[src/hw/slcr_pkg.sv]
// Shared constants, types and helpers for the serial link configuration registers.
// Assumes registers are word aligned on a 32-bit bus, with data in the low byte.
package slcr_pkg;

	// Register indices; the byte address is four times the index
	localparam logic [9:0] IDX_ENABLE = 10'h200;
	localparam logic [9:0] IDX_MODE   = 10'h201;
	localparam logic [9:0] IDX_KM1    = 10'h202;
	localparam logic [9:0] IDX_SWSYNC = 10'h203;
	localparam logic [9:0] IDX_CTRL   = 10'h204;

	// Values after reset
	localparam logic [7:0] RST_ENABLE = 8'h01;
	localparam logic [7:0] RST_MODE   = 8'h00;
	localparam logic [7:0] RST_KM1    = 8'h1F;
	localparam logic [7:0] RST_SWSYNC = 8'h01;
	localparam logic [7:0] RST_CTRL   = 8'h03;

	// Writable bits; reserved bits are not stored and read as zero
	localparam logic [7:0] MASK_ENABLE = 8'h01;
	localparam logic [7:0] MASK_MODE   = 8'h3F;
	localparam logic [7:0] MASK_KM1    = 8'hFF;
	localparam logic [7:0] MASK_SWSYNC = 8'h01;
	localparam logic [7:0] MASK_CTRL   = 8'h1F;

	// Field positions in the link control register
	localparam int CTRL_SCR_BIT   = 0;
	localparam int CTRL_FMT_BIT   = 1;
	localparam int CTRL_SEL_LSB   = 2;
	localparam int CTRL_UPPER_BIT = 4;

	// Lane and multiframe constants
	localparam int          LANE_COUNT      = 8;
	localparam int          UPPER_LANE_BASE = 4;
	localparam logic [15:0] K64_SCALE       = 16'h0100;

	// Bus responses
	localparam logic [1:0] RESP_OKAY   = 2'h0;
	localparam logic [1:0] RESP_SLVERR = 2'h2;

	typedef enum logic [1:0] {
		SYNC_SEL_SE   = 2'h0,
		SYNC_SEL_TS   = 2'h1,
		SYNC_SEL_NONE = 2'h2,
		SYNC_SEL_RSVD = 2'h3
	} slcr_sync_sel_t;

	typedef struct packed {
		logic       en;
		logic [9:0] idx;
		logic [7:0] data;
	} slcr_wr_t;

	typedef struct packed {
		logic                  link_run;
		logic                  serdes_powerdown;
		logic [5:0]            mode;
		logic [15:0]           frames;
		logic [LANE_COUNT-1:0] lanes;
		logic                  twos_complement;
		logic                  scramble;
	} slcr_link_cfg_t;

	// Index decode, shared by the write and read paths
	function automatic logic slcr_idx_known(input logic [9:0] idx);
		return (idx >= IDX_ENABLE) && (idx <= IDX_CTRL);
	endfunction

	// Multiframe length for the block-coded modes
	function automatic logic [15:0] slcr_frames_64b(input logic [3:0] e, input logic [4:0] f);
		logic [15:0] num;
		num = K64_SCALE * {12'h000, e};
		if (f == 5'h00)
			return 16'h0000;
		return num / {11'h000, f};
	endfunction

endpackage

[src/hw/slcr_axil_slave.sv]
// AXI4-Lite slave front end: decodes word accesses into write pulses and read lookups.
// Assumes the register owner answers rd_word combinationally for rd_idx.
`timescale 1ns/1ps
module slcr_axil_slave #(
	parameter int ADDR_W = 12
) (
	// Clock and reset
	input  wire logic              aclk,
	input  wire logic              aresetn,
	// Write channels
	input  wire logic [ADDR_W-1:0] s_awaddr,
	input  wire logic              s_awvalid,
	output logic                   s_awready,
	input  wire logic [31:0]       s_wdata,
	input  wire logic [3:0]        s_wstrb,
	input  wire logic              s_wvalid,
	output logic                   s_wready,
	output logic [1:0]             s_bresp,
	output logic                   s_bvalid,
	input  wire logic              s_bready,
	// Read channels
	input  wire logic [ADDR_W-1:0] s_araddr,
	input  wire logic              s_arvalid,
	output logic                   s_arready,
	output logic [31:0]            s_rdata,
	output logic [1:0]             s_rresp,
	output logic                   s_rvalid,
	input  wire logic              s_rready,
	// Register side
	output slcr_pkg::slcr_wr_t     wr,
	output logic [9:0]             rd_idx,
	input  wire logic [7:0]        rd_word
);

	// Elaboration check: the index decode reads address bits 11:2
	if (ADDR_W < 12)
		$error("ADDR_W must be at least 12");

	logic              aw_held_reg;
	logic [ADDR_W-1:0] awaddr_reg;
	logic              w_held_reg;
	logic [7:0]        wdata_reg;
	logic              wstrb0_reg;
	logic              do_write;
	logic              wr_known;
	logic              rd_known;

	// Address and data may arrive in either order; both are held until the write
	assign s_awready = !aw_held_reg && !s_bvalid;
	assign s_wready  = !w_held_reg && !s_bvalid;
	assign s_arready = !s_rvalid;
	assign do_write  = aw_held_reg && w_held_reg && !s_bvalid;
	assign wr_known  = slcr_pkg::slcr_idx_known(awaddr_reg[11:2]) && ((awaddr_reg >> 12) == '0);
	assign rd_known  = slcr_pkg::slcr_idx_known(s_araddr[11:2]) && ((s_araddr >> 12) == '0);
	assign rd_idx    = s_araddr[11:2];
	// Only byte lane 0 carries register bits
	assign wr.en     = do_write && wr_known && wstrb0_reg;
	assign wr.idx    = awaddr_reg[11:2];
	assign wr.data   = wdata_reg;

	// Write address holding
	always_ff @(posedge aclk)
	begin
		if (!aresetn)
		begin
			aw_held_reg <= 1'b0;
			awaddr_reg  <= '0;
		end
		else if (s_awvalid && s_awready)
		begin
			aw_held_reg <= 1'b1;
			awaddr_reg  <= s_awaddr;
		end
		else if (do_write)
			aw_held_reg <= 1'b0;
	end

	// Write data holding
	always_ff @(posedge aclk)
	begin
		if (!aresetn)
		begin
			w_held_reg <= 1'b0;
			wdata_reg  <= 8'h00;
			wstrb0_reg <= 1'b0;
		end
		else if (s_wvalid && s_wready)
		begin
			w_held_reg <= 1'b1;
			wdata_reg  <= s_wdata[7:0];
			wstrb0_reg <= s_wstrb[0];
		end
		else if (do_write)
			w_held_reg <= 1'b0;
	end

	// Write response; unmapped addresses get SLVERR
	always_ff @(posedge aclk)
	begin
		if (!aresetn)
		begin
			s_bvalid <= 1'b0;
			s_bresp  <= slcr_pkg::RESP_OKAY;
		end
		else if (do_write)
		begin
			s_bvalid <= 1'b1;
			s_bresp  <= wr_known ? slcr_pkg::RESP_OKAY : slcr_pkg::RESP_SLVERR;
		end
		else if (s_bready)
			s_bvalid <= 1'b0;
	end

	// Read data captured at the address handshake
	always_ff @(posedge aclk)
	begin
		if (!aresetn)
		begin
			s_rvalid <= 1'b0;
			s_rdata  <= 32'h00000000;
			s_rresp  <= slcr_pkg::RESP_OKAY;
		end
		else if (s_arvalid && s_arready)
		begin
			s_rvalid <= 1'b1;
			s_rdata  <= {24'h000000, rd_known ? rd_word : 8'h00};
			s_rresp  <= rd_known ? slcr_pkg::RESP_OKAY : slcr_pkg::RESP_SLVERR;
		end
		else if (s_rready)
			s_rvalid <= 1'b0;
	end

endmodule

[src/hw/slcr_sync_select.sv]
// Sync request source selection with pin synchronisers.
// Assumes both sync pins are active low and asynchronous to aclk.
`timescale 1ns/1ps
module slcr_sync_select (
	// Clock and reset
	input  wire logic                     aclk,
	input  wire logic                     aresetn,
	// Pins and controls
	input  wire logic                     se_pin_n,
	input  wire logic                     ts_pin_n,
	input  wire slcr_pkg::slcr_sync_sel_t sel,
	input  wire logic                     sw_req_n,
	// Request out
	output logic                          sync_request
);

	logic [1:0] se_sync_reg;
	logic [1:0] ts_sync_reg;
	logic       pin_req;

	// Two-flop synchronisers, idle high
	always_ff @(posedge aclk)
	begin
		if (!aresetn)
		begin
			se_sync_reg <= 2'h3;
			ts_sync_reg <= 2'h3;
		end
		else
		begin
			se_sync_reg <= {se_sync_reg[0], se_pin_n};
			ts_sync_reg <= {ts_sync_reg[0], ts_pin_n};
		end
	end

	// Pin request per selection; none and reserved ignore both pins
	always_comb
	begin
		pin_req = 1'b0;
		unique case (sel)
			slcr_pkg::SYNC_SEL_SE:   pin_req = !se_sync_reg[1];
			slcr_pkg::SYNC_SEL_TS:   pin_req = !ts_sync_reg[1];
			slcr_pkg::SYNC_SEL_NONE: pin_req = 1'b0;
			slcr_pkg::SYNC_SEL_RSVD: pin_req = 1'b0;
		endcase
	end

	// Software request always joins the pin request
	always_ff @(posedge aclk)
	begin
		if (!aresetn)
			sync_request <= 1'b0;
		else
			sync_request <= pin_req || !sw_req_n;
	end

endmodule

[src/hw/slcr_regs.sv]
// Serial link configuration register bank with multiframe counter and sync source logic.
// Assumes an external mode table supplies encoding, E, F and lane count for the mode.
// How it works
// - Stored multiframe length plus one counts frames
// - Multiframe length resets to 31, thirty-two frames
// - Block-coded modes use 256*E/F as length
// - Writing zero to sync bit requests synchronization
// - Software request honoured under every sync selection
// - Low selected pin holds request; select 2 frees
// - Sync select: 0 single pin, 1 pair, 2 none
// - Normal mapping drives lanes 0 to L-1
// - Upper mapping drives lanes 4 to 4+L-1
// - Format bit: 0 offset binary, 1 two's complement
// - Scrambler bit switches 8B/10B scrambling, resets on
// - Block-coded modes always scramble, ignore bit
// - Disabled link holds logic, counter reset, serializers down
//
// Register access over AXI4-Lite was chosen for this implementation.
`timescale 1ns/1ps
module slcr_regs #(
	parameter int ADDR_W = 12
) (
	// Clock and reset
	input  wire logic                 aclk,
	input  wire logic                 aresetn,
	// AXI4-Lite write channels
	input  wire logic [ADDR_W-1:0]    s_awaddr,
	input  wire logic                 s_awvalid,
	output logic                      s_awready,
	input  wire logic [31:0]          s_wdata,
	input  wire logic [3:0]           s_wstrb,
	input  wire logic                 s_wvalid,
	output logic                      s_wready,
	output logic [1:0]                s_bresp,
	output logic                      s_bvalid,
	input  wire logic                 s_bready,
	// AXI4-Lite read channels
	input  wire logic [ADDR_W-1:0]    s_araddr,
	input  wire logic                 s_arvalid,
	output logic                      s_arready,
	output logic [31:0]               s_rdata,
	output logic [1:0]                s_rresp,
	output logic                      s_rvalid,
	input  wire logic                 s_rready,
	// Mode table answers for the selected output mode
	input  wire logic                 mode_is_64b66b,
	input  wire logic [3:0]           mode_e,
	input  wire logic [4:0]           mode_f,
	input  wire logic [3:0]           mode_lanes,
	// Sync pins, active low
	input  wire logic                 single_ended_sync_input_n,
	input  wire logic                 timestamp_differential_input_n,
	// Link logic frame strobe
	input  wire logic                 frame_tick,
	// Configuration and status toward the link
	output slcr_pkg::slcr_link_cfg_t  link_cfg,
	output logic                      sync_request,
	output logic                      multiframe_boundary,
	output logic [15:0]               frame_index
);

	localparam int LANES = slcr_pkg::LANE_COUNT;

	if (LANES < slcr_pkg::UPPER_LANE_BASE * 2)
		$error("upper lane mapping needs at least eight lanes");

	slcr_pkg::slcr_wr_t       wr;
	logic [9:0]               rd_idx;
	logic [7:0]               rd_word;
	logic [7:0]               enable_reg;
	logic [7:0]               mode_reg;
	logic [7:0]               km1_reg;
	logic [7:0]               swsync_reg;
	logic [7:0]               ctrl_reg;
	logic                     link_subsystem_enable;
	logic                     software_sync_request_n;
	logic                     upper_lane_mapping;
	logic                     sample_number_format;
	logic                     scrambler_enable;
	slcr_pkg::slcr_sync_sel_t sync_sel;
	logic [15:0]              frames_next;
	logic [LANES-1:0]         lanes_next;
	logic [15:0]              frame_cnt_reg;
	logic                     mf_wrap;

	// Lane mask for L lanes, moved up to the upper group on request
	function automatic logic [LANES-1:0] lane_mask(input logic [3:0] l, input logic upper);
		logic [LANES-1:0] base;
		base = LANES'((16'h0001 << l) - 16'h0001);
		if (upper)
			return base << slcr_pkg::UPPER_LANE_BASE;
		return base;
	endfunction

	// Masked store: reserved bits never latch
	function automatic logic [7:0] masked(input logic [7:0] d, input logic [7:0] m);
		return d & m;
	endfunction

	// Bus front end
	slcr_axil_slave #(
		.ADDR_W (ADDR_W)
	) u_bus (
		.aclk      (aclk),
		.aresetn   (aresetn),
		.s_awaddr  (s_awaddr),
		.s_awvalid (s_awvalid),
		.s_awready (s_awready),
		.s_wdata   (s_wdata),
		.s_wstrb   (s_wstrb),
		.s_wvalid  (s_wvalid),
		.s_wready  (s_wready),
		.s_bresp   (s_bresp),
		.s_bvalid  (s_bvalid),
		.s_bready  (s_bready),
		.s_araddr  (s_araddr),
		.s_arvalid (s_arvalid),
		.s_arready (s_arready),
		.s_rdata   (s_rdata),
		.s_rresp   (s_rresp),
		.s_rvalid  (s_rvalid),
		.s_rready  (s_rready),
		.wr        (wr),
		.rd_idx    (rd_idx),
		.rd_word   (rd_word)
	);

	// Link enable register
	always_ff @(posedge aclk)
	begin
		if (!aresetn)
			enable_reg <= slcr_pkg::RST_ENABLE;
		else if (wr.en && wr.idx == slcr_pkg::IDX_ENABLE)
			enable_reg <= masked(wr.data, slcr_pkg::MASK_ENABLE);
	end

	// Mode select register, passed on to the mode table
	always_ff @(posedge aclk)
	begin
		if (!aresetn)
			mode_reg <= slcr_pkg::RST_MODE;
		else if (wr.en && wr.idx == slcr_pkg::IDX_MODE)
			mode_reg <= masked(wr.data, slcr_pkg::MASK_MODE);
	end

	// Multiframe length register; legality per mode is left to software
	always_ff @(posedge aclk)
	begin
		if (!aresetn)
			km1_reg <= slcr_pkg::RST_KM1;
		else if (wr.en && wr.idx == slcr_pkg::IDX_KM1)
			km1_reg <= masked(wr.data, slcr_pkg::MASK_KM1);
	end

	// Software sync request, active low, idle high
	always_ff @(posedge aclk)
	begin
		if (!aresetn)
			swsync_reg <= slcr_pkg::RST_SWSYNC;
		else if (wr.en && wr.idx == slcr_pkg::IDX_SWSYNC)
			swsync_reg <= masked(wr.data, slcr_pkg::MASK_SWSYNC);
	end

	// Link control register
	always_ff @(posedge aclk)
	begin
		if (!aresetn)
			ctrl_reg <= slcr_pkg::RST_CTRL;
		else if (wr.en && wr.idx == slcr_pkg::IDX_CTRL)
			ctrl_reg <= masked(wr.data, slcr_pkg::MASK_CTRL);
	end

	// Field breakout
	assign link_subsystem_enable   = enable_reg[0];
	assign software_sync_request_n = swsync_reg[0];
	assign scrambler_enable        = ctrl_reg[slcr_pkg::CTRL_SCR_BIT];
	assign sample_number_format    = ctrl_reg[slcr_pkg::CTRL_FMT_BIT];
	assign upper_lane_mapping      = ctrl_reg[slcr_pkg::CTRL_UPPER_BIT];
	assign sync_sel = slcr_pkg::slcr_sync_sel_t'(ctrl_reg[slcr_pkg::CTRL_SEL_LSB +: 2]);

	// Read mux; stored values already have reserved bits clear
	always_comb
	begin
		unique case (rd_idx)
			slcr_pkg::IDX_ENABLE: rd_word = enable_reg;
			slcr_pkg::IDX_MODE:   rd_word = mode_reg;
			slcr_pkg::IDX_KM1:    rd_word = km1_reg;
			slcr_pkg::IDX_SWSYNC: rd_word = swsync_reg;
			slcr_pkg::IDX_CTRL:   rd_word = ctrl_reg;
			default:              rd_word = 8'h00;
		endcase
	end

	// Effective multiframe length: block coding overrides the register
	always_comb
	begin
		if (mode_is_64b66b)
			frames_next = slcr_pkg::slcr_frames_64b(mode_e, mode_f);
		else
			frames_next = {8'h00, km1_reg} + 16'h0001;
	end

	// Lane usage; more than four lanes with upper mapping is undefined
	assign lanes_next = lane_mask(mode_lanes, upper_lane_mapping);

	// Registered configuration toward the link
	always_ff @(posedge aclk)
	begin
		if (!aresetn)
			link_cfg <= '{serdes_powerdown: 1'b1, default: '0};
		else
		begin
			link_cfg.link_run         <= link_subsystem_enable;
			link_cfg.serdes_powerdown <= !link_subsystem_enable;
			link_cfg.mode             <= mode_reg[5:0];
			link_cfg.frames           <= frames_next;
			link_cfg.lanes            <= link_subsystem_enable ? lanes_next : '0;
			link_cfg.twos_complement  <= sample_number_format;
			// Block coding cannot run unscrambled, so the bit is ignored there
			link_cfg.scramble         <= mode_is_64b66b || scrambler_enable;
		end
	end

	// Sync request source
	slcr_sync_select u_sync (
		.aclk         (aclk),
		.aresetn      (aresetn),
		.se_pin_n     (single_ended_sync_input_n),
		.ts_pin_n     (timestamp_differential_input_n),
		.sel          (sync_sel),
		.sw_req_n     (software_sync_request_n),
		.sync_request (sync_request)
	);

	// Multiframe frame counter, wrapping at the effective length
	assign mf_wrap = frame_tick && ((frame_cnt_reg + 16'h0001) >= link_cfg.frames);

	always_ff @(posedge aclk)
	begin
		if (!aresetn || !link_subsystem_enable)
			frame_cnt_reg <= 16'h0000;
		else if (mf_wrap)
			frame_cnt_reg <= 16'h0000;
		else if (frame_tick)
			frame_cnt_reg <= frame_cnt_reg + 16'h0001;
	end

	// Boundary pulse one cycle after the last frame of a multiframe
	always_ff @(posedge aclk)
	begin
		if (!aresetn || !link_subsystem_enable)
			multiframe_boundary <= 1'b0;
		else
			multiframe_boundary <= mf_wrap;
	end

	assign frame_index = frame_cnt_reg;
endmodule

[config.mk]
export PLATFORM = sky130hd
export DESIGN_NAME = slcr_regs
export DESIGN_NICKNAME = d
export VERILOG_FILES = /design/src/hw/slcr_pkg.sv /design/src/hw/slcr_axil_slave.sv /design/src/hw/slcr_sync_select.sv /design/src/hw/slcr_regs.sv
export SDC_FILE = /design/constraint.sdc
export NUM_CORES = 1
export LEC_CHECK = 0
export BUFFER_PORTS_ARGS = -buffer_cell sky130_fd_sc_hd__buf_4
export CELL_PAD_IN_SITES_DETAIL_PLACEMENT = 1
export CELL_PAD_IN_SITES_GLOBAL_PLACEMENT = 2
export CORE_MARGIN = 1
export CORE_UTILIZATION = 34
export DETAILED_ROUTE_END_ITERATION = 6
export PLACE_DENSITY_LB_ADDON = 0.2
export REMOVE_ABC_BUFFERS = 1
export SLEW_MARGIN = 20
export SYNTH_ARGS = -nofsm -noshare
export SYNTH_HDL_FRONTEND = slang
export SYNTH_SLANG_ARGS = --single-unit
[constraint.sdc]
create_clock -name aclk -period 46.2 [get_ports aclk]
set_input_delay 11.55 -clock aclk [delete_from_list [all_inputs] [get_ports aclk]]
set_output_delay 11.55 -clock aclk [all_outputs]
set_load 0.005 [all_outputs]
Yosys cells after proc, flatten, opt, wreduce, memory -nomap -nowiden
Cells that the tools add are included.
{ "op_classes": {"addsub": 3, "div": 1, "magnitude_cmp": 5, "n_eq_ne": 13, "n_shift": 1, "n_mux": 20, "n_reduce_logical": 38} }
{ "ops": {"columns": ["cell", "n"], "rows": [
  ["10-bit == test (second input constant)", 10],
  ["16-bit 2-to-1 mux", 3],
  ["8-bit case mux with 5 select lines", 1],
  ["8-bit 2-to-1 mux", 3],
  ["10-bit greater-or-equal comparator (second input constant)", 2],
  ["10-bit less-or-equal comparator (second input constant)", 2],
  ["1-bit logical AND", 17],
  ["16-bit by 1-bit adder with 16-bit output (second input constant)", 1],
  ["12-bit by 5-bit divider with 16-bit output", 1],
  ["16-bit greater-or-equal comparator", 1],
  ["1-bit 2-to-1 mux", 10],
  ["8-bit by 1-bit adder with 9-bit output (second input constant)", 1],
  ["1-bit logical NOT", 9],
  ["2-bit nonzero test", 4],
  ["1-bit by 4-bit left shift with 8-bit output (first input constant)", 1],
  ["8-bit by 1-bit subtractor with 8-bit output (second input constant)", 1],
  ["5-bit logical NOT", 1],
  ["2-bit == test (second input constant)", 2],
  ["2-bit 2-to-1 mux", 2],
  ["2-bit OR reduction", 2],
  ["1-bit logical OR", 3],
  ["1-bit case mux with 3 select lines", 1],
  ["2-bit by 1-bit == test with 1-bit output (second input constant)", 1],
  ["2-bit logical NOT", 1],
  ["2-bit AND reduction", 1]
]} }
{ "word_totals": {"reg_bits": 114, "input_bits": 84, "output_inout_bits": 93, "wordCells": 108} }

Longest topological paths before layout
Gate-level depths: netlist (run 1).
{ "logic_depth": {"depth_word": 5, "ltp_mapped": 131, "depth_no_buf": 125} }

Modules after synthesis
From an unflattened synthesis (run 1), not the netlist that was laid out.
{ "unflattened": {"hier_cells": 1304, "area_unflattened_um2": 10542.6} }
{ "by_module_without_submodules": {"columns": ["mod", "instances", "cells_per_inst", "area_per_inst_um2"], "rows": [
  ["slcr_regs", 1, 1129, 8824.7],
  ["slcr_axil_slave", 1, 162, 1555.2],
  ["slcr_sync_select", 1, 13, 162.7]
]} }

Least setup slack after synthesis (run 1)
No wires, ideal clock.
{ "synth_timing": {"kind": "input to register", "startpoint": "input port mode_f[0]", "endpoint": "register link_cfg[10] (netlist name)", "arrival_time_ps": 35672, "path_slack_ps": 10398, "stages": 120, "path_buffers": 6, "cell_sequence": "inv_1 -> clkbuf_1 -> ha_1 -> o211ai_1 -> a2111oi_0 -> ha_1 -> o21a_1 -> o221ai_1 -> mux2_2 -> ha_1 -> nor3_1 -> a2111oi_2 -> nor2_1 -> mux2_2 -> ha_1 -> or3_1 -> o221a_4 -> a21oi_2 -> (+84 left out) -> nand4_1 -> nor2_1 -> o211ai_1 -> o31ai_1 -> ha_1 -> o21a_1 -> o21ai_0 -> nand2b_1 -> a21oi_1 -> o21ai_0 -> a211o_1 -> nor4_1 -> a21oi_1 -> a21o_1 -> ha_1 -> or4_1 -> a41oi_1 -> a31oi_1"} }
{ "synth_between": {"elab_chain_len": 5} }
{ "synth_rtl": {"columns": ["element", "line", "text"], "rows": [
  ["start, declared", "slcr_regs.sv:48", "input wire logic [4:0] mode_f,"],
  ["parallel branches: the longest is 3 deep, another holds 12-bit by 5-bit divider with 16-bit output", null, null],
  ["16-bit 2-to-1 mux *", "slcr_pkg.sv:75", "return num / {11'h000, f};"],
  ["16-bit 2-to-1 mux *", "slcr_regs.sv:197", "if (mode_is_64b66b)"],
  ["end, declared", "slcr_regs.sv:56", "output slcr_pkg::slcr_link_cfg_t link_cfg,"]
]} }
Mark *: on every way between the ends. The select of a mux whose other input is x is not followed.
A chain may end at the register's enable or synchronous reset.

Worst setup path in the final report (run 1)
{ "layout_timing": {"startpoint": "input port mode_f[2]", "endpoint": "register link_cfg[10] (netlist name)"} }
The elaborated chain is that of the path after synthesis.

==> flow_summary.toml, run 1 <==
[cells_and_area]
final.fill_count = 3602
number_of_antenna_diodes = 0
layout.nets = 1525
layout-drive-gt1-share_pct = 14.1
flow.area_growth_from_synthesis_pct = 14.5
max_ffs_per_register = 34

[clocking]
clock_tree.buffer_depth = 2
worstSkewPairLatency_ns = 0.36
cts_resized = 0
cts_hold_buffers = 0
tritoncts_clock_tree = "done"
clock-sinks = 110
tritoncts.num_buffers = 9
cts_setup_buffers = 0
htreeDepth = 3
cts.reportedPaths.clkPinSlew_ns = 0.07
cts.root.buffer_cell = "sky130_fd_sc_hd__clkbuf_16"

[outcome]
run_status = "completed"

[timing]
maxSlewHeadroom_pct = 31.7
rsz0062_at_grt = "no"
final.setup_skew_ns = 0.0132
final.min_clock_period_ns = 41.14
max_clock_freq_mhz = 24.3
setup_viol = 0
layout_worst_path_cycle_share_pct = 89.1
max_slew.worst_pin.slew_ns = 1.02
drv_slew = 0
timing.final.hold_violations = 0
post_route_setup_tns_ns = 0

[place]
post-dp-hpwl_um = 24500
port_buffers = 119
place_congestion = 0.806

[run]
max_cap_viol_count = 0

[floorplanning]
initial_util_pct = 34.6
dieArea_um2 = 30900
core_um2 = 29600
i_o_pin_cnt = 177
die_height_um = 176
fp-row-count = 63
dieWidth_um = 176

[worst_setup_path]
critical_path.n_buffers_inverters = 6
timing.reg2reg.worst_path_depth = 24
critPathCaptureType = "flop"
ff2ff_setup_slack_ns = 42.09
critical_path_arrival_ns = 41.37
crit_path_slowest_cell = "sky130_fd_sc_hd__a2111oi_0"
r2r-end = "frame_index[14]"
timing.critical_path.slowest_cell_delay_ns = 0.81
cpLargestDelayFamily = "compound AO/OA/AOI/OAI gates"
timing.rr.start = "frame_index[0]"
critical_path.max_fanout = 19
timing.setup.critical_path_class = "in -> reg"
cpMostUsedCell = "sky130_fd_sc_hd__ha_1"
crit_required_ns = 46.42
startpoint_type_of_the_worst_setup_path = "input pin"

[synthesis]
netlist_instances = 1266
synth_cell_type_count = 103
synth-seq-cells = 110
number_of_flops_mapped_to_enable_cells_by_yosys = 0
asyncSetResetFlopFracSynth_pct = 0
syn-cell-area_um2 = 10300
post_synth.cell_area_avg_um2 = 8.11
ys_seq_area_share_pct = 21.4
synth_flop_cell = "sky130_fd_sc_hd__dfxtp_1"
synth-warning-count = 0

[min_path]
hold-path-endpoint = "u_sync.ts_sync_reg[1]"
worst_hold_path.num_cells = 1
worst_hold_path_type = "reg -> reg"
startpoint_of_the_most_critical_hold_path = "u_sync.ts_sync_reg[0]"

[global_route]
grt_first_pass_wirelength_um = 50200
initial_antenna_violation_count = 0
global_route.overflow_total = 0
first_global_vias = 9736
grt_util_all_layers_pct = 19.8
grt_max_degree = 72

[detailed_routing]
routed_via_density = 5.52
route.final.wire_length_um = 30700
routed-via-count = 9678
detailedRoute.firstPassIterationCount = 4
final_antenna_net_count = 0
drt-initial-drc-count = 527
drc_violations_left = 0
post_drt_wl_per_cell_um = 17.5
==> per-stage QoR <==
step           worst slack (ns)  hold WS (ns)  area (um^2)  utilization (%)  std cells
2_1_floorplan             10.59         0.386         9990                -       1223
3_3_place_gp               5.19         0.394        11400             38.5       1738
3_5_place_dp               4.79         0.396        11400             38.5       1738
4_1_cts                    5.08         0.413        11800             39.7       1754
5_1_grt                    2.34         0.434        11800             39.7       1754
6_report                   5.06         0.409        11800             39.7       1754
==> placed cells by master (no fill, tap or decap), drive strengths merged, types with 10 or more instances in the layout <==
master,netlist,final
a211oi,10,10
a21boi,10,10
a21o,31,31
a21oi,55,55
and2,24,24
and3,16,16
buf,36,125
clkbuf,37,10
conb,1,31
dfxtp,110,110
ha,81,81
inv,44,45
mux2,11,11
mux2i,51,51
nand2,85,85
nand2b,28,28
nand3,41,41
nand4,17,17
nor2,96,96
nor2b,50,50
nor3,43,43
nor4,15,15
o211a,11,11
o211ai,17,17
o21a,28,28
o21ai,57,57
o22ai,15,15
o31ai,18,18
or3,14,14
xnor2,40,40
xor2,36,36
==> cells in the mapped netlist, types with 7 or more instances <==
library cell               number  share of area, %
sky130_fd_sc_hd__a21boi_0       9              0.66
sky130_fd_sc_hd__mux2i_1       50               4.9
sky130_fd_sc_hd__nor4_1        13              0.79
sky130_fd_sc_hd__and3_1        16              0.97
sky130_fd_sc_hd__o21a_1        28               2.0
sky130_fd_sc_hd__nor3b_1        7              0.51
sky130_fd_sc_hd__o22ai_1       14              0.85
sky130_fd_sc_hd__nor2b_1       50               3.0
sky130_fd_sc_hd__nand3_1       39               1.9
sky130_fd_sc_hd__a31oi_1        8              0.49
sky130_fd_sc_hd__nand2b_1      28               1.7
sky130_fd_sc_hd__xor2_1        36               3.1
sky130_fd_sc_hd__o21ai_0       50               2.4
sky130_fd_sc_hd__nand4_1       16              0.97
sky130_fd_sc_hd__and2_1        22               1.3
sky130_fd_sc_hd__o211a_1       11               1.1
sky130_fd_sc_hd__nand2_1       84               3.1
sky130_fd_sc_hd__o21ai_1        7              0.34
sky130_fd_sc_hd__inv_1         44               1.6
sky130_fd_sc_hd__or3_1         14              0.85
sky130_fd_sc_hd__a211oi_1       9              0.66
sky130_fd_sc_hd__clkbuf_1      37               1.4
sky130_fd_sc_hd__nor2_1        96               3.5
sky130_fd_sc_hd__o211ai_1      16               1.2
sky130_fd_sc_hd__o21bai_1       7              0.51
sky130_fd_sc_hd__buf_4         26               1.9
sky130_fd_sc_hd__ha_1          81               9.9
sky130_fd_sc_hd__dfxtp_1      110                21
sky130_fd_sc_hd__xnor2_1       39               3.3
sky130_fd_sc_hd__a21o_1        31               2.3
sky130_fd_sc_hd__a21oi_1       54               2.6
sky130_fd_sc_hd__nor3_1        42               2.0
sky130_fd_sc_hd__mux2_2        10               1.1
sky130_fd_sc_hd__o31ai_1       16               1.2
==> worst register-to-register path, delay by kind of cell, from the launching register on <==
| kind | cells | cell delay (ns) |
|---|---|---|
| AOI/OAI and AO/OA | 10 | 1.51 |
| xor gates and xnor gates | 1 | 0.19 |
| adders and majority gates | 2 | 0.61 |
| DFF | 1 | 0.48 |
| and+or+nand+nor | 11 | 1.22 |
==> area by class of cell <==
| type | instances | area (um^2) | area share, % |
|---|---|---|---|
| multi-input combinational | 1069 | 7640 | 64.9 |
| sequential | 110 | 2200 | 18.7 |
| timing repair buffer | 125 | 938 | 7.98 |
| tap | 390 | 488 | 4.15 |
| clock buffer | 10 | 239 | 2.03 |
| inverter | 44 | 165 | 1.40 |
| clock inverter | 6 | 93.8 | 0.798 |
==> worst max path at each step <==
stage,startpoint,to,depth (start not counted)
CTS,mode_f[2],link_cfg[10],115
detailed placement,mode_f[2],link_cfg[10],115
global placement,mode_f[2],link_cfg[10],115
global route,mode_f[1],link_cfg[10],115
floorplan,mode_f[0],link_cfg[10],114
finish,mode_f[2],link_cfg[10],115
==> metal layers <==
| metal | global-route usage (%) | vias to the layer above | routed length, um |
|---|---|---|---|
| met3 | 1.93 | 18 | 734 |
| met2 | 34.8 | 126 | 14800 |
| met4 | 2.68 | 0 | 238 |
| met1 | 26.5 | 4704 | 15000 |
| li1 | - | 4830 | - |
| met5 | 0 | - | 0 |
==> kinds of logic after synthesis <==
| group | share of synthesized area, % |
|---|---|
| buffers and inverters | 5.43 |
| other | 0.0365 |
| xor gates and xnor gates | 6.67 |
| AOI/OAI and AO/OA | 25.4 |
| DFF | 21.4 |
| adders and majority gates | 10.1 |
| and+or+nand+nor | 24.5 |
| muxes | 6.47 |
Power of run 1 is left out: the tool's default activity adds up to more than one toggle a clock period on the data nets, which glitch-free logic cannot reach.
==> run 2, diff against run 1 <==
- CORE_MARGIN: 1 -> 2
==> run 2 against run 1 <==
  * Clock skew is 0.00058 ns higher
  * Sequential cell count stayed put
  * Global-route usage is 0.77 points lower
  * Hold slack better by 0.0055 ns
  * Worst setup slack better by 0.10 ns
  * Maximum frequency is 0.24% higher
  * Register-to-register slack worse by 0.12 ns
  * Wire length is 0.16% lower
  * Non-clock buffer count is 2 higher
  * Largest cell class unchanged
==> flow_summary.toml, run 2 (synthesized netlist as in run 1, its figures left out) <==
[outcome]
run_status = "completed"

[floorplanning]
dieArea_um2 = 31600
i_o_pin_cnt = 177
initial_util_pct = 34.6
core_um2 = 29700
fp-row-count = 63
die_height_um = 178
dieWidth_um = 178

[min_path]
worst_hold_path_type = "reg -> reg"
worst_hold_path.num_cells = 1
startpoint_of_the_most_critical_hold_path = "u_sync.ts_sync_reg[0]"
hold-path-endpoint = "u_sync.ts_sync_reg[1]"

[clocking]
cts.root.buffer_cell = "sky130_fd_sc_hd__clkbuf_16"
cts_resized = 0
htreeDepth = 3
cts_hold_buffers = 0
clock_tree.buffer_depth = 2
tritoncts_clock_tree = "done"
cts.reportedPaths.clkPinSlew_ns = 0.08
cts_setup_buffers = 0
tritoncts.num_buffers = 9
worstSkewPairLatency_ns = 0.35
clock-sinks = 110

[global_route]
grt_max_degree = 72
global_route.overflow_total = 0
first_global_vias = 9595
initial_antenna_violation_count = 0
grt_first_pass_wirelength_um = 49700
grt_util_all_layers_pct = 19.0

[detailed_routing]
final_antenna_net_count = 0
post_drt_wl_per_cell_um = 17.5
routed-via-count = 9639
route.final.wire_length_um = 30700
drt-initial-drc-count = 363
routed_via_density = 5.49
drc_violations_left = 0
detailedRoute.firstPassIterationCount = 4

[worst_setup_path]
crit_required_ns = 46.40
r2r-end = "frame_index[2]"
timing.critical_path.slowest_cell_delay_ns = 0.78
critical_path_arrival_ns = 41.25
cpMostUsedCell = "sky130_fd_sc_hd__ha_1"
critPathCaptureType = "flop"
critical_path.max_fanout = 19
timing.rr.start = "frame_index[0]"
timing.reg2reg.worst_path_depth = 24
startpoint_type_of_the_worst_setup_path = "input pin"
timing.setup.critical_path_class = "in -> reg"
ff2ff_setup_slack_ns = 41.97
crit_path_slowest_cell = "sky130_fd_sc_hd__a2111oi_0"

[cells_and_area]
design_area_um2 = 11700
layout_common_cells = "sky130_fd_sc_hd__buf_4, sky130_fd_sc_hd__dfxtp_1, sky130_fd_sc_hd__nor2_1"
flow.area_growth_from_synthesis_pct = 14.2
layout.nets = 1527
max_ffs_per_register = 34
layout_commonest_cell = "sky130_fd_sc_hd__buf_4"
layout-drive-gt1-share_pct = 14.1
number_of_antenna_diodes = 0

[place]
port_buffers = 119
place_congestion = 0.812
post-dp-hpwl_um = 24600
placed_cell_area_um2 = 11400

[timing]
maxSlewHeadroom_pct = 32.3
layout_worst_path_cycle_share_pct = 88.8
max_clock_freq_mhz = 24.4
timing.final.hold_violations = 0
final.setup_skew_ns = 0.0137
max_slew.worst_pin.slew_ns = 1.01
setup_viol = 0
post_route_setup_tns_ns = 0
final.min_clock_period_ns = 41.04
drv_slew = 0
rsz0062_at_grt = "no"

[run]
max_cap_viol_count = 0
run 2: per-layer routing:
| layer | vias up | GRT usage, % | wire length (um) |
|---|---|---|---|
| met5 | - | 0 | 0 |
| met4 | 0 | 2.29 | 224 |
| met3 | 15 | 1.69 | 662 |
| met2 | 109 | 33.4 | 15100 |
| met1 | 4672 | 25.8 | 14700 |
| li1 | 4843 | - | - |
run 2: worst max path at each step:
stage / cells past startpoint / from / endpoint
2_1_floorplan: 114 / mode_f[0] / link_cfg[10]
3_3_place_gp: 116 / mode_f[2] / link_cfg[10]
3_5_place_dp: 116 / mode_f[2] / link_cfg[10]
4_1_cts: 116 / mode_f[2] / link_cfg[10]
5_1_grt: 117 / mode_f[2] / link_cfg[10]
6_report: 116 / mode_f[2] / link_cfg[10]
run 2: through the flow:
step	setup WS [ns]	hold slack, ns	util (%)	instances
floorplan	10.59	0.386	-	1223
global placement	5.14	0.395	38.5	1740
detailed placement	4.84	0.396	38.5	1740
CTS	5.05	0.415	39.4	1755
global route	2.45	0.442	39.4	1755
finish	5.16	0.415	39.4	1755
run 2: final cells by class:
cell class	count	area (um^2)
clock buffer	10	239
clock inverter	5	45.0
fill	3569	18000
inverter	44	165
multi-input combinational	1069	7630
sequential	110	2200
tap	390	488
timing repair buffer	127	953
run 2: worst max-delay path: cells and delay by family:
family	cells	cell delay, ns
and+or+nand+nor	33	8.84
muxes	6	1.99
adders and majority gates	15	4.41
buffers and inverters	6	1.16
AOI/OAI and AO/OA	56	13.22
Power of run 2 is left out for the same reason.
